## src/hdl/mmad_regs.svh

```systemverilog
`ifndef MMAD_REGS_SVH
`define MMAD_REGS_SVH
// ==========================================================
// address map of both spaces
`define MMAD_EE_LO 16'h4000
`define MMAD_ISR_LO 16'h8000
`define MMAD_ISR_USER 16'h8200
`define MMAD_XSR_LO 16'h8800
`define MMAD_D_ISR_LO 16'h0800
`define MMAD_D_ISR_HI 16'h0fff
`define MMAD_D_XSR_LO 16'h8000
// ==========================================================
// target index widths: 16k serial words, 2k internal, 32k external
`define MMAD_EE_AW 14
`define MMAD_ISR_AW 11
`define MMAD_XSR_AW 15
`define MMAD_CP_LW 12
// ==========================================================
// serial clock rates in MHz and derived half periods in sys cycles
`define MMAD_SYS_MHZ 200
`define MMAD_SPI_MHZ_A 1
`define MMAD_SPI_MHZ_B 2
`define MMAD_SPI_MHZ_C 5
`define MMAD_HALF_A (`MMAD_SYS_MHZ / (2 * `MMAD_SPI_MHZ_A))
`define MMAD_HALF_B (`MMAD_SYS_MHZ / (2 * `MMAD_SPI_MHZ_B))
`define MMAD_HALF_C (`MMAD_SYS_MHZ / (2 * `MMAD_SPI_MHZ_C))
`define MMAD_HALF_W 7
`endif

```

## src/hdl/mmad_pkg.sv

```systemverilog
package mmad_pkg;
	// ==========================================================
	// decoded destination of one access
	typedef enum logic [1:0] {TGT_NONE, TGT_EE, TGT_ISR, TGT_XSR} mmad_tgt_t;
	// fitted serial memory capacity, as strapped on the size pins
	typedef enum logic [1:0] {EE_64K, EE_128K, EE_256K} mmad_eesz_t;
	// serial clock rate selection
	typedef enum logic [1:0] {SPI_1M, SPI_2M, SPI_5M} mmad_rate_t;
	// access sequencer states
	typedef enum logic [1:0] {ST_IDLE, ST_WAIT, ST_CAP, ST_EE} mmad_st_t;
	// copy engine states
	typedef enum logic [1:0] {CP_IDLE, CP_RD, CP_WR} mmad_cp_t;
endpackage

```

## src/hdl/mmad_camcopy.sv

```systemverilog
`timescale 1ns/100ps
`default_nettype none
`include "mmad_regs.svh"
module mmad_camcopy (
	input wire logic clk, // system clock
	input wire logic rst, // async reset, high
	input wire logic start, // begin a table copy
	input wire logic [`MMAD_EE_AW-1:0] src, // first serial word index
	input wire logic [15:0] dst, // first data space address
	input wire logic [`MMAD_CP_LW-1:0] len, // words to copy
	output logic busy, // copy running
	output logic done, // one-cycle end pulse
	output logic err, // set with done when a step failed
	output logic req_valid, // access request
	output logic req_space, // 0 program, 1 data
	output logic req_write, // request is a write
	output logic [15:0] req_addr, // request address
	output logic [15:0] req_wdata, // write data
	input wire logic take, // request taken by the sequencer
	input wire logic ans_ack, // answer pulse
	input wire logic ans_err, // answer carries an address error
	input wire logic [15:0] ans_rdata // read data with the answer
);
	// ==========================================================
	// copy engine: read a serial word, write it to data space sram
	mmad_pkg::mmad_cp_t st_r;
	logic valid_r, done_r, err_r, busy_r;
	logic [`MMAD_EE_AW-1:0] src_r;
	logic [15:0] dst_r, data_r;
	logic [`MMAD_CP_LW-1:0] cnt_r;
	wire last = (cnt_r == `MMAD_CP_LW'(1));

	always_ff @(posedge clk or posedge rst) begin
		if (rst) begin
			st_r <= mmad_pkg::CP_IDLE;
			busy_r <= 1'b0;
			valid_r <= 1'b0;
			done_r <= 1'b0;
			err_r <= 1'b0;
			src_r <= '0;
			dst_r <= '0;
			data_r <= '0;
			cnt_r <= '0;
		end else begin
			done_r <= 1'b0;
			if (take) begin
				valid_r <= 1'b0;
			end
			case (st_r)
				mmad_pkg::CP_IDLE: begin
					if (start) begin
						src_r <= src;
						dst_r <= dst;
						cnt_r <= len;
						err_r <= 1'b0;
						// an empty copy just reports completion
						st_r <= (len == '0) ? mmad_pkg::CP_IDLE : mmad_pkg::CP_RD;
						valid_r <= (len != '0);
						done_r <= (len == '0);
						busy_r <= (len != '0);
					end
				end
				mmad_pkg::CP_RD: begin
					if (ans_ack && ans_err) begin
						st_r <= mmad_pkg::CP_IDLE;
						done_r <= 1'b1;
						err_r <= 1'b1;
						busy_r <= 1'b0;
					end else if (ans_ack) begin
						data_r <= ans_rdata;
						st_r <= mmad_pkg::CP_WR;
						valid_r <= 1'b1;
					end
				end
				mmad_pkg::CP_WR: begin
					if (ans_ack && (ans_err || last)) begin
						st_r <= mmad_pkg::CP_IDLE;
						done_r <= 1'b1;
						err_r <= ans_err;
						busy_r <= 1'b0;
					end else if (ans_ack) begin
						src_r <= src_r + `MMAD_EE_AW'(1);
						dst_r <= dst_r + 16'h0001;
						cnt_r <= cnt_r - `MMAD_CP_LW'(1);
						st_r <= mmad_pkg::CP_RD;
						valid_r <= 1'b1;
					end
				end
				default: begin
					st_r <= mmad_pkg::CP_IDLE;
					busy_r <= 1'b0;
				end
			endcase
		end
	end

	// reads come from the serial window, writes land in data space
	assign req_space = (st_r == mmad_pkg::CP_WR);
	assign req_write = (st_r == mmad_pkg::CP_WR);
	assign req_addr = (st_r == mmad_pkg::CP_WR) ? dst_r : {2'b01, src_r};
	assign req_wdata = data_r;
	assign req_valid = valid_r;
	assign busy = busy_r;
	assign done = done_r;
	assign err = err_r;
endmodule
`default_nettype wire

```

## src/hdl/mmad_spiclk.sv

```systemverilog
`timescale 1ns/100ps
`default_nettype none
`include "mmad_regs.svh"
module mmad_spiclk (
	input wire logic clk, // system clock
	input wire logic rst, // async reset, high
	input wire logic load, // take a new rate selection
	input wire logic [1:0] sel, // requested rate code
	output logic [1:0] rate, // rate in force
	output logic sck // serial clock to the serial memory
);
	// ==========================================================
	// rate selection
	logic [1:0] rate_r;
	logic [`MMAD_HALF_W-1:0] cnt_r;
	logic sck_r;
	wire sel_ok = (sel == mmad_pkg::SPI_1M) || (sel == mmad_pkg::SPI_2M) ||
		(sel == mmad_pkg::SPI_5M);
	wire [`MMAD_HALF_W-1:0] half = (rate_r == mmad_pkg::SPI_5M) ? `MMAD_HALF_W'(`MMAD_HALF_C) :
		(rate_r == mmad_pkg::SPI_2M) ? `MMAD_HALF_W'(`MMAD_HALF_B) :
		`MMAD_HALF_W'(`MMAD_HALF_A);
	wire half_end = (cnt_r >= half - `MMAD_HALF_W'(1));

	// reset always returns to the slowest rate; unknown codes are ignored
	always_ff @(posedge clk or posedge rst) begin
		if (rst) begin
			rate_r <= mmad_pkg::SPI_1M;
		end else if (load && sel_ok) begin
			rate_r <= sel;
		end
	end

	// ==========================================================
	// divider; a rate change applies to the half period in progress, which ends at once if already past the new length
	always_ff @(posedge clk or posedge rst) begin
		if (rst) begin
			cnt_r <= '0;
			sck_r <= 1'b0;
		end else if (half_end) begin
			cnt_r <= '0;
			sck_r <= ~sck_r;
		end else begin
			cnt_r <= cnt_r + `MMAD_HALF_W'(1);
		end
	end

	assign rate = rate_r;
	assign sck = sck_r;
endmodule
`default_nettype wire

```

## src/hdl/mmad_top.sv

```systemverilog
// Notes on behaviour
// - two separate 64k word spaces, 16-bit words
// - program 0 to 3fffh is reserved, refused
// - program 4000h to 7fffh goes to serial memory; addresses past the fitted size are refused
// - serial memory 64, 128 or 256 kbit
// - serial clock 1, 2, 5 MHz; 1 MHz after reset
// - program 8000h-87ffh internal sram; 8000h-81ffh internal only
// - program 8200h-87ffh internal sram for user programs
// - external sram at program 8800h-ffffh when fitted
// - without external sram, 8800h-ffffh is invalid
// - data 800h-fffh aliases program 8000h-87ffh
// - external sram optionally mapped at data 8000h-ffffh
// - tables copied from serial memory into data sram
`timescale 1ns/100ps
`default_nettype none
`include "mmad_regs.svh"
module mmad_top (
	input wire logic CLK_SYS, // system clock, 200 MHz
	input wire logic RESET, // async reset, high
	input wire logic REQ_VALID, // access request
	output logic REQ_READY, // request may be taken
	input wire logic REQ_SPACE, // 0 program, 1 data
	input wire logic REQ_WRITE, // request is a write
	input wire logic REQ_PRIV, // internal use, opens 8000h-81ffh
	input wire logic [15:0] REQ_ADDR, // word address
	input wire logic [15:0] REQ_WDATA, // write data
	output logic ACK, // answer pulse
	output logic ADDR_ERR, // answer was refused
	output logic [15:0] RDATA, // read data, valid with ack
	input wire logic EXT_MEM_PRESENT, // external sram fitted
	input wire logic EXT_DATA_MAP, // external sram also in data space
	input wire logic [1:0] EE_SIZE, // serial memory capacity code
	input wire logic SPI_RATE_LOAD, // take new serial rate
	input wire logic [1:0] SPI_RATE_SEL, // serial rate code
	output logic [1:0] EE_RATE, // serial rate in force
	output logic EE_SCK, // serial clock
	output logic EE_REQ, // serial memory access pending
	output logic EE_WE, // serial access is a write
	output logic [`MMAD_EE_AW-1:0] EE_ADDR, // serial word index
	input wire logic EE_DONE, // serial access finished
	input wire logic [15:0] EE_RDATA, // serial read data
	output logic ISR_EN, // internal sram strobe
	output logic ISR_WE, // internal sram write
	output logic [`MMAD_ISR_AW-1:0] ISR_ADDR, // internal sram index
	input wire logic [15:0] ISR_RDATA, // internal sram data
	output logic XSR_EN, // external sram strobe
	output logic XSR_WE, // external sram write
	output logic [`MMAD_XSR_AW-1:0] XSR_ADDR, // external sram index
	input wire logic [15:0] XSR_RDATA, // external sram data
	output logic [15:0] MEM_WDATA, // write data to all targets
	input wire logic COPY_START, // start a table copy
	input wire logic [`MMAD_EE_AW-1:0] COPY_SRC, // serial source index
	input wire logic [15:0] COPY_DST, // data space destination
	input wire logic [`MMAD_CP_LW-1:0] COPY_LEN, // words to copy
	output logic COPY_BUSY, // copy running
	output logic COPY_DONE, // copy end pulse
	output logic COPY_ERR // copy failed
);
	// ==========================================================
	// decoding
	function automatic logic ee_fits(input logic [15:0] a, input logic [1:0] esz);
		case (esz)
			mmad_pkg::EE_64K: ee_fits = (a[13:12] == 2'h0);
			mmad_pkg::EE_128K: ee_fits = !a[13];
			default: ee_fits = 1'b1;
		endcase
	endfunction

	function automatic mmad_pkg::mmad_tgt_t decode(input logic dsp, input logic [15:0] a,
		input logic priv, input logic ext, input logic dmap, input logic [1:0] esz);
		decode = mmad_pkg::TGT_NONE;
		if (!dsp) begin
			if (a >= `MMAD_XSR_LO) begin
				if (ext) decode = mmad_pkg::TGT_XSR;
			end else if (a >= `MMAD_ISR_USER) begin
				decode = mmad_pkg::TGT_ISR;
			end else if (a >= `MMAD_ISR_LO) begin
				if (priv) decode = mmad_pkg::TGT_ISR;
			end else if (a >= `MMAD_EE_LO) begin
				if (ee_fits(a, esz)) decode = mmad_pkg::TGT_EE;
			end
		end else begin
			if (a >= `MMAD_D_XSR_LO) begin
				if (ext && dmap) decode = mmad_pkg::TGT_XSR;
			end else if (a >= `MMAD_D_ISR_LO && a <= `MMAD_D_ISR_HI) begin
				decode = mmad_pkg::TGT_ISR;
			end
		end
	endfunction

	mmad_pkg::mmad_st_t state_r, state_nxt;
	mmad_pkg::mmad_tgt_t tgt_r;
	logic ready_r, src_r, ack_r, err_r, cp_ack_r, cp_err_r;
	logic ee_req_r, ee_we_r, isr_en_r, isr_we_r, xsr_en_r, xsr_we_r;
	logic [`MMAD_EE_AW-1:0] ee_addr_r;
	logic [`MMAD_ISR_AW-1:0] isr_addr_r;
	logic [`MMAD_XSR_AW-1:0] xsr_addr_r;
	logic [15:0] wdata_r, rdata_r;
	logic cp_valid, cp_space, cp_write, cp_busy;
	logic [15:0] cp_addr, cp_wdata;

	// ==========================================================
	// request selection; the copy engine only runs while the host is held off
	wire host_take = REQ_VALID && ready_r;
	wire idle = (state_r == mmad_pkg::ST_IDLE);
	wire cp_take = cp_valid && idle && !host_take;
	wire take = host_take || cp_take;
	wire m_space = host_take ? REQ_SPACE : cp_space;
	wire m_write = host_take ? REQ_WRITE : cp_write;
	wire m_priv = host_take ? REQ_PRIV : 1'b1;
	wire [15:0] m_addr = host_take ? REQ_ADDR : cp_addr;
	wire [15:0] m_wdata = host_take ? REQ_WDATA : cp_wdata;
	wire mmad_pkg::mmad_tgt_t tgt = decode(m_space, m_addr, m_priv, EXT_MEM_PRESENT,
		EXT_DATA_MAP, EE_SIZE);
	wire is_ee = take && (tgt == mmad_pkg::TGT_EE);
	wire is_isr = take && (tgt == mmad_pkg::TGT_ISR);
	wire is_xsr = take && (tgt == mmad_pkg::TGT_XSR);
	wire refuse = take && (tgt == mmad_pkg::TGT_NONE);

	// answer timing: refusals answer at once, sram after the read slot
	wire done_now = refuse || (state_r == mmad_pkg::ST_CAP) ||
		(state_r == mmad_pkg::ST_EE && EE_DONE);
	wire src_now = idle ? cp_take : src_r;
	wire [15:0] ans_data = (state_r == mmad_pkg::ST_EE) ? EE_RDATA :
		(tgt_r == mmad_pkg::TGT_XSR) ? XSR_RDATA : ISR_RDATA;

	// ==========================================================
	// sequencer
	always_comb begin
		state_nxt = state_r;
		case (state_r)
			mmad_pkg::ST_IDLE: begin
				if (is_ee) state_nxt = mmad_pkg::ST_EE;
				else if (is_isr || is_xsr) state_nxt = mmad_pkg::ST_WAIT;
			end
			mmad_pkg::ST_WAIT: state_nxt = mmad_pkg::ST_CAP;
			mmad_pkg::ST_CAP: state_nxt = mmad_pkg::ST_IDLE;
			mmad_pkg::ST_EE: begin
				if (EE_DONE) state_nxt = mmad_pkg::ST_IDLE;
			end
			default: state_nxt = mmad_pkg::ST_IDLE;
		endcase
	end

	// ready falls on every take that reaches a target, and stays up after a refusal, so the host never overruns a pending access
	always_ff @(posedge CLK_SYS or posedge RESET) begin
		if (RESET) begin
			state_r <= mmad_pkg::ST_IDLE;
			ready_r <= 1'b0;
			src_r <= 1'b0;
			tgt_r <= mmad_pkg::TGT_NONE;
		end else begin
			state_r <= state_nxt;
			ready_r <= (state_nxt == mmad_pkg::ST_IDLE) && !cp_busy && !COPY_START &&
				!cp_take;
			if (take) src_r <= cp_take;
			if (take) tgt_r <= tgt;
		end
	end

	// ==========================================================
	// target strobes; a refused access touches no target
	always_ff @(posedge CLK_SYS or posedge RESET) begin
		if (RESET) begin
			isr_en_r <= 1'b0;
			isr_we_r <= 1'b0;
			xsr_en_r <= 1'b0;
			xsr_we_r <= 1'b0;
		end else begin
			isr_en_r <= is_isr;
			isr_we_r <= is_isr && m_write;
			xsr_en_r <= is_xsr;
			xsr_we_r <= is_xsr && m_write;
		end
	end

	// serial request holds until the serial engine reports completion
	always_ff @(posedge CLK_SYS or posedge RESET) begin
		if (RESET) begin
			ee_req_r <= 1'b0;
			ee_we_r <= 1'b0;
		end else if (is_ee) begin
			ee_req_r <= 1'b1;
			ee_we_r <= m_write;
		end else if (EE_DONE) begin
			ee_req_r <= 1'b0;
			ee_we_r <= 1'b0;
		end
	end

	// addresses: both views of the internal sram share the low index bits
	always_ff @(posedge CLK_SYS or posedge RESET) begin
		if (RESET) begin
			ee_addr_r <= '0;
			isr_addr_r <= '0;
			xsr_addr_r <= '0;
			wdata_r <= '0;
		end else if (take) begin
			ee_addr_r <= m_addr[`MMAD_EE_AW-1:0];
			isr_addr_r <= m_addr[`MMAD_ISR_AW-1:0];
			xsr_addr_r <= m_addr[`MMAD_XSR_AW-1:0];
			wdata_r <= m_wdata;
		end
	end

	// ==========================================================
	// answers, routed back to whichever side made the request
	always_ff @(posedge CLK_SYS or posedge RESET) begin
		if (RESET) begin
			ack_r <= 1'b0;
			err_r <= 1'b0;
			cp_ack_r <= 1'b0;
			cp_err_r <= 1'b0;
			rdata_r <= '0;
		end else begin
			ack_r <= done_now && !src_now;
			err_r <= refuse && !src_now;
			cp_ack_r <= done_now && src_now;
			cp_err_r <= refuse && src_now;
			if (done_now) rdata_r <= refuse ? 16'h0000 : ans_data;
		end
	end

	// ==========================================================
	// serial clock and table copy
	mmad_spiclk u_spiclk (
		.clk(CLK_SYS),
		.rst(RESET),
		.load(SPI_RATE_LOAD),
		.sel(SPI_RATE_SEL),
		.rate(EE_RATE),
		.sck(EE_SCK)
	);

	mmad_camcopy u_copy (
		.clk(CLK_SYS),
		.rst(RESET),
		.start(COPY_START),
		.src(COPY_SRC),
		.dst(COPY_DST),
		.len(COPY_LEN),
		.busy(cp_busy),
		.done(COPY_DONE),
		.err(COPY_ERR),
		.req_valid(cp_valid),
		.req_space(cp_space),
		.req_write(cp_write),
		.req_addr(cp_addr),
		.req_wdata(cp_wdata),
		.take(cp_take),
		.ans_ack(cp_ack_r),
		.ans_err(cp_err_r),
		.ans_rdata(rdata_r)
	);

	assign COPY_BUSY = cp_busy;
	assign REQ_READY = ready_r;
	assign ACK = ack_r;
	assign ADDR_ERR = err_r;
	assign RDATA = rdata_r;
	assign EE_REQ = ee_req_r;
	assign EE_WE = ee_we_r;
	assign EE_ADDR = ee_addr_r;
	assign ISR_EN = isr_en_r;
	assign ISR_WE = isr_we_r;
	assign ISR_ADDR = isr_addr_r;
	assign XSR_EN = xsr_en_r;
	assign XSR_WE = xsr_we_r;
	assign XSR_ADDR = xsr_addr_r;
	assign MEM_WDATA = wdata_r;

	wire h_prog = host_take && !REQ_SPACE;
	wire h_data = host_take && REQ_SPACE;
	wire ans_any = ack_r || cp_ack_r;
endmodule
`default_nettype wire

```

## config.mk

```make
export PLATFORM = sky130hd
export DESIGN_NAME = mmad_top
export DESIGN_NICKNAME = d
export VERILOG_FILES = /design/src/hdl/mmad_pkg.sv /design/src/hdl/mmad_camcopy.sv /design/src/hdl/mmad_spiclk.sv /design/src/hdl/mmad_top.sv
export VERILOG_INCLUDE_DIRS = /design/src /design/src/hdl
export SDC_FILE = /design/constraint.sdc
export NUM_CORES = 1
export LEC_CHECK = 0
export ABC_AREA = 1
export BUFFER_PORTS_ARGS = -buffer_cell sky130_fd_sc_hd__buf_2
export CAP_MARGIN = 40
export CORE_MARGIN = 2
export CORE_UTILIZATION = 47
export CTS_CLUSTER_DIAMETER = 60
export DETAILED_ROUTE_END_ITERATION = 7
export MAX_ROUTING_LAYER = met4
export PLACE_DENSITY = 0.86
export SLEW_MARGIN = 20
export SYNTH_ARGS = -nofsm -noshare
export SYNTH_HDL_FRONTEND = slang
export SYNTH_SLANG_ARGS = --single-unit
```

## constraint.sdc

```tcl
create_clock -name CLK_SYS -period 3.4 [get_ports CLK_SYS]
set_input_delay 0 -clock CLK_SYS [delete_from_list [all_inputs] [get_ports CLK_SYS]]
set_output_delay 0 -clock CLK_SYS [all_outputs]
set_load 0.01 [all_outputs]
```

* Yosys cells after proc, flatten, opt, wreduce, memory -nomap -nowiden *
Cells that the tools add are included.

operators by class
  $add $sub $neg = 5
  bitwise logic cells = 2
  $lt $le $gt $ge = 7
  eq/ne operators = 22
  reductions and logical operators = 52
  multiplexer cells = 74

operator list
  cell                                                    number
  2-to-1 mux 16 bit                                       9
  >= comparator 16 bit (second input constant)            3
  2-to-1 mux 14 bit                                       3
  2-to-1 mux 12 bit                                       3
  2-to-1 mux 2 bit                                        17
  one-hot mux 16 bit (2 select lines)                     1
  2-to-1 mux 1 bit                                        29
  one-hot mux 14 bit (2 select lines)                     1
  one-hot mux 12 bit (2 select lines)                     1
  logical AND 1 bit                                       22
  2-to-1 mux 7 bit                                        3
  adder 16 x 1 -> 16 bit (second input constant)          1
  == test 2 bit (second input constant)                   8
  >= comparator 16 x 12 -> 1 bit (second input constant)  1
  >= comparator 16 x 15 -> 1 bit (second input constant)  1
  <= comparator 16 x 12 -> 1 bit (second input constant)  1
  adder 14 x 1 -> 14 bit (second input constant)          1
  zero test 2 bit                                         7
  == test 12 x 1 -> 1 bit (second input constant)         1
  == test 2 x 1 -> 1 bit (second input constant)          6
  zero test 12 bit                                        1
  one-hot mux 1 bit (3 select lines)                      4
  nonzero test 12 bit                                     1
  subtractor 12 x 1 -> 12 bit (second input constant)     1
  16 further kinds                                        36

storage, ports and cells
  output and inout bits = 87
  flip-flop bits (word level) = 162
  input port bits = 137

* Logic depth before layout (Yosys ltp) *
  word-level depth = 26
  mapped depth = 19

* Hierarchy *
A second synthesis with hierarchy kept.

second synthesis, totals
  cell total of the unflattened synthesis = 1192
  area, all modules = 8599.5 um^2

by module, submodules not included
  module        instances  area an instance (um^2)  sequential area each (um^2)  cells an instance
  mmad_camcopy  1          4351.7                   1601.5                       665
  mmad_top      1          3557.2                   1576.5                       441
  mmad_spiclk   1          690.7                    250.2                        86

* Least setup slack after synthesis *
OpenSTA, ideal clock, no wires.

  path type = register to register
  from = reg u_copy.st_r[0]
  to = reg rdata_r[0] (netlist: RDATA[0])
  cell stages (with the launch flop) = 18
  path slack = 1270 ps
  data arrival time = 2003 ps
  path buffers = 2
  period minus slack after synthesis = 2130 ps
  library setup time = 127 ps
  cells stage by stage = dfrtp_1 > inv_1 > ha_1 > buf_2 > inv_2 > nand2_1 > nand3_1 > nand2_1 > nand2_2 > inv_2 > nand2_1 > nand3_1 > nand2_1 > nand2_1 > nand2_1 > nor3_4 > buf_6 > a21oi_1

on the way
  longest elaborated chain between the ends = 20
  elaborated cells on any way between the ends = 32

RTL lines
  what                                                line                                     text
  start: declaration                                  mmad_camcopy.sv:26                       mmad_pkg::mmad_cp_t st_r;
  start signal: assignment                            mmad_camcopy.sv:35                       st_r <= mmad_pkg::CP_IDLE;
  start signal: assignment                            mmad_camcopy.sv:57                       st_r <= (len == '0) ? mmad_pkg::CP_IDLE : mmad_pkg::CP_RD;
  start signal: assignment                            mmad_camcopy.sv:65                       st_r <= mmad_pkg::CP_IDLE;
  == test 2 bit (*)                                   mmad_camcopy.sv:98, mmad_camcopy.sv:100
  2-to-1 mux 16 bit                                   mmad_camcopy.sv:100                      assign req_addr = (st_r == mmad_pkg::CP_WR) ? dst_r : {2'b01, src_r};
  2-to-1 mux 16 bit                                   mmad_top.sv:111                          wire [15:0] m_addr = host_take ? REQ_ADDR : cp_addr;
  zero test 2 bit or zero test 1 bit (tied branches)  mmad_top.sv:63, mmad_top.sv:64
  one-hot mux 1 bit (2 select lines)                  mmad_top.sv:62                           case (esz)
  2-to-1 mux 1 bit                                    mmad_top.sv:79                           end else if (a >= `MMAD_EE_LO) begin
  2-to-1 mux 1 bit                                    mmad_top.sv:77                           end else if (a >= `MMAD_ISR_LO) begin
  2-to-1 mux 1 bit                                    mmad_top.sv:75                           end else if (a >= `MMAD_ISR_USER) begin
  [... 3 more ...]                                    n/a
  2-to-1 mux 1 bit                                    mmad_top.sv:79
  2-to-1 mux 2 bit                                    mmad_top.sv:77
  2-to-1 mux 2 bit                                    mmad_top.sv:75
  2-to-1 mux 2 bit                                    mmad_top.sv:73                           if (a >= `MMAD_XSR_LO) begin
  2-to-1 mux 2 bit (*)                                mmad_top.sv:72                           if (!dsp) begin
  zero test 2 bit (*)                                 mmad_top.sv:118                          wire refuse = take && (tgt == mmad_pkg::TGT_NONE);
  logical AND 1 bit (*)                               mmad_top.sv:118
  logical OR 1 bit (2 in series)                      mmad_top.sv:121                          wire done_now = refuse || (state_r == mmad_pkg::ST_CAP) ||
  end signal: assignment                              mmad_top.sv:220                          if (done_now) rdata_r <= refuse ? 16'h0000 : ans_data;
  end: declaration                                    mmad_top.sv:98                           logic [15:0] wdata_r, rdata_r;

Every way passes the cells marked *; elsewhere a longest branch is shown, timed or not. The select of a mux whose other input is x is not followed.
A chain may end at the register's enable or synchronous reset.

* Worst setup path after layout *
  from = reg u_copy.st_r[0]
  to = reg cp_ack_r

on the way
  longest elaborated chain between the ends = 21
  elaborated cells on any way between the ends = 32

RTL lines
  what                                                line                                     text
  == test 2 bit (*)                                   mmad_camcopy.sv:98, mmad_camcopy.sv:100
  2-to-1 mux 16 bit                                   mmad_camcopy.sv:100
  2-to-1 mux 16 bit                                   mmad_top.sv:111
  zero test 2 bit or zero test 1 bit (tied branches)  mmad_top.sv:63, mmad_top.sv:64
  one-hot mux 1 bit (2 select lines)                  mmad_top.sv:62
  2-to-1 mux 1 bit                                    mmad_top.sv:79
  2-to-1 mux 1 bit                                    mmad_top.sv:77
  2-to-1 mux 1 bit                                    mmad_top.sv:75
  [... 4 more ...]                                    n/a
  2-to-1 mux 2 bit                                    mmad_top.sv:77
  2-to-1 mux 2 bit                                    mmad_top.sv:75
  2-to-1 mux 2 bit                                    mmad_top.sv:73
  2-to-1 mux 2 bit (*)                                mmad_top.sv:72
  zero test 2 bit (*)                                 mmad_top.sv:118
  logical AND 1 bit (*)                               mmad_top.sv:118
  logical OR 1 bit (*) (2 in series)                  mmad_top.sv:121
  logical AND 1 bit (*)                               mmad_top.sv:218                          cp_ack_r <= done_now && src_now;
  end signal: assignment                              mmad_top.sv:218
  end: declaration                                    mmad_top.sv:93                           logic ready_r, src_r, ack_r, err_r, cp_ack_r, cp_err_r;

Marked as above.

==> results.yml <==
flow_run:
  max_cap_violations: 0
status:
  status: "completed"
worst_setup_path:
  max_stage_delay_ns: 0.60
  crit_start: "u_copy.st_r[0]$_DFFE_PP0P_"
  cpMostUsedCell: "nand2_1"
  worstReg2RegEnd: "cp_ack_r$_DFF_PP0_"
  cp_data_required_time_ns: 3.74
  crit_type: "flip-flop to flip-flop"
  cp-start-kind: "flip-flop"
  rr_worst_depth: 14
  critPathArrivalTime_ns: 3.20
  crit_fanout: 46
  cp-end-kind: "flip-flop"
  cp_slowest_cell: "nor3_4"
  crit_chain: "inv_1 > ha_2 > buf_4 > nand2_1 > nand3_1 > nand2_1 > nand2_1 > o211ai_2 > nand2_1 > nand2_1 > nand2_1 > nor3_4 > nor2_1 > nor2_1"
  ff2ff_setup_slack_ns: 0.54
  timing.rr.start: "u_copy.st_r[0]$_DFFE_PP0P_"
timing:
  fmax_mhz: 349
  final-hold-violation-count: 0
  layout_setup_ws_ns: 0.538
  post-route-min-period_ns: 2.86
  rsz0062_at_grt: "false"
  worst_clock_skew_ns: 0.00955
  period_share: 0.842
  max_slew_margin: 0.498
  tns_ns: 0
  tightestPinTransition_ns: 0.751
  maxSlewViolCount: 0
  setup_violations: 0
placement:
  io_buffers: 223
  post-dp-hpwl_um: 16000
  gp_routability_congestion: 0.902
  pre_cts_ws_ns: 0.623
logic_synthesis:
  avgSynthCellArea_um2: 7.78
  ys_top_cells_by_area: "dfrtp_1 (46%), nand2_1 (11%), o21ai_0 (6.8%)"
  synth_top_area_frac: 0.456
  synth_area_um2: 7530
  synth_seq_cells: 137
  yosysTopAreaCell: "dfrtp_1"
  syn-num-nets: 1121
  synth_warnings: 0
  synth_top_flop_cell: "dfrtp_1"
  ys_async_sr_fraction: 1.00
  synth_cells: 967
  synth-edff-count: 0
  synthDistinctLibCells: 42
  ys_seq_area_frac: 0.456
cells_and_area:
  multi_input_area_um2: 3360
  fillCellCount: 1287
  final_cell_mix: "buf_2 (223), nand2_1 (212), dfrtp_1 (137), o21ai_0 (102), dlygate4sd3_1 (97)"
  nets: 1401
  final_common_cell: "buf_2"
  drive_gt1_frac: 0.221
  antennaDiodeCount: 0
  area.sequential_um2: 3430
  final_util: 0.645
  areaGrowthSynthToFinish_pct: 35.1
global_routing:
  use_met3: 0.0542
  grtUsageMet2: 0.450
  grt_usage: 0.285
  grt-ovfl-total: 0
  grt_pass1_vias: 7342
  grt_util_met1: 0.350
  grt_max_degree: 83
  antenna_found_initial: 0
  grt.busiest_layer: "met2"
  grt_first_pass_wirelength_um: 36400
die:
  start_util: 0.477
  die_w_um: 131
  io_pins: 224
  fp-row-count: 46
  die_area_um2: 17000
  coreArea_um2: 15800
  fp.dieH_um: 131
route:
  wirelength_um: 23900
  drt_iter0_drc: 701
  vias: 7987
  drc: 0
  post_drt_wl_per_cell_um: 16.2
  firstDrtPassIters: 5
  post_drt_via_cell_ratio: 5.41
  drtAntennaViolNets: 0
power:
  p_sw_frac: 0.443
  powerDensity_nw_per_um2: 887
  p_int_mw: 5.02
  ir_drop_mv: 0.418
  comb_power_share: 0.466
  seqPwrFrac: 0.343
  power.switching_mw: 3.99
  p_clk_frac: 0.191
  leakage_nw: 5.02
clocking:
  cts_tree: "yes"
  cts_buffer_depth: 2
  numCtsBuffers: 17
  clk_pin_slew_ns: 0.06
  cts.repair.resized: 0
  cts-htree-levels: 4
  root_buffer: "clkbuf_16"
  clkSinkCount: 137
  clk_latency_ns: 0.41
min_path:
  hold_end: "RDATA[11]$_DFFE_PP0P_"
  hold_depth: 5
  hp-class: "input pin to flip-flop"
  worst_hold_startpoint: "ISR_RDATA[11]"
-- kinds of logic (layout without fill, tap and decap cells) --
family          after synthesis  after routing  share of synthesized area
flops                       137            137                      0.456
simple gates                386            386                      0.215
other cells                   1              1                   0.000498
fa+ha+maj                    17             17                     0.0283
xor+xnor                     13             13                     0.0151
buf+inv                     168            461                     0.0993
compound gates              245            245                      0.186
-- critical path, delay by kind of cell (launching register included) --
kind / cells / cell delay [ns]
AND/OR/NAND/NOR: 10 / 1.53
buffers and inverters: 2 / 0.41
flip-flops: 1 / 0.38
adder cells (fa/ha/maj): 1 / 0.31
AO/OA/AOI/OAI: 1 / 0.13
-- per-layer routing --
metal,up-vias,wire (um)
met2,417,11300
met1,3706,9820
met5,-,0
met3,91,1660
li1,3773,-
met4,0,1080
-- area by class of cell --
cell class,instances,share of cell area
clock buffer,23,0.0470
sequential,137,0.337
inverter,97,0.0362
clock inverter,9,0.00714
timing repair buffer,332,0.215
tap,216,0.0266
multi-input combinational,662,0.330
-- per-stage QoR --
step / cells / area [um^2] / hold WS, ns / power, mW
floorplan: 967 / 7530 / 0.143 / 5.91
global placement: 1347 / 8640 / 0.131 / 6.93
detailed placement: 1347 / 8640 / 0.138 / 7.07
CTS: 1476 / 10200 / 0.00169 / 8.95
global route: 1476 / 10200 / 0.0282 / 9.72
finish: 1476 / 10200 / 0.0225 / 9.01
-- cell usage after synthesis, types with 2 or more instances --
cell type,instances
a21oi_1,58
a22oi_1,2
a31oi_1,12
buf_1,2
buf_2,6
buf_4,25
buf_6,2
clkbuf_1,36
clkinv_1,3
dfrtp_1,137
ha_1,17
inv_1,90
inv_2,4
nand2_1,212
nand2_2,2
nand3_1,67
nand4_1,6
nor2_1,74
nor3_1,9
nor3b_1,2
nor4_1,5
o211ai_1,35
o21a_1,3
o21ai_0,102
o22ai_1,25
or2_1,2
or2_2,3
xnor2_1,2
xor2_1,11
-- worst max-delay path by stage --
stage                     cells after the start  slack, ns                    to
final                                        14       0.54    cp_ack_r$_DFF_PP0_
after global routing                         16       0.22         ACK$_DFF_PP0_
after CTS                                    15       0.58         ACK$_DFF_PP0_
after detailed placement                     15       0.62    cp_ack_r$_DFF_PP0_
after global placement                       15       0.73    cp_ack_r$_DFF_PP0_
after floorplan                              17       1.27  RDATA[0]$_DFFE_PP0P_
-- flip-flops by register name (all words and copies together), names as in the netlist, 7 cells and up --
| register | count |
|---|---|
| RDATA | 16 |
| u_copy.req_wdata | 16 |
| MEM_WDATA | 16 |
| u_copy.src_r | 14 |
| EE_ADDR | 13 |
| u_spiclk.cnt_r | 7 |
| u_copy.cnt_r | 12 |
| u_copy.dst_r | 16 |
-- power groups by stage --
stage | Sequential (mW) | Combinational (mW) | Clock [mW]
after floorplan | 3.01 | 2.90 | 0
after global placement | 3.05 | 3.88 | 0
after detailed placement | 3.08 | 3.99 | 0
after CTS | 3.07 | 4.13 | 1.75
after global routing | 3.18 | 4.73 | 1.81
final | 3.09 | 4.20 | 1.72
-- what timing repair did --
item / in CTS / in global routing
setup buffers: 0 / 0
hold buffers: 97 / 0
setup endpoints to repair: 0 / 0
endpoints found under the hold margin: 118 / 0
(Power assumes the default switching activity.)
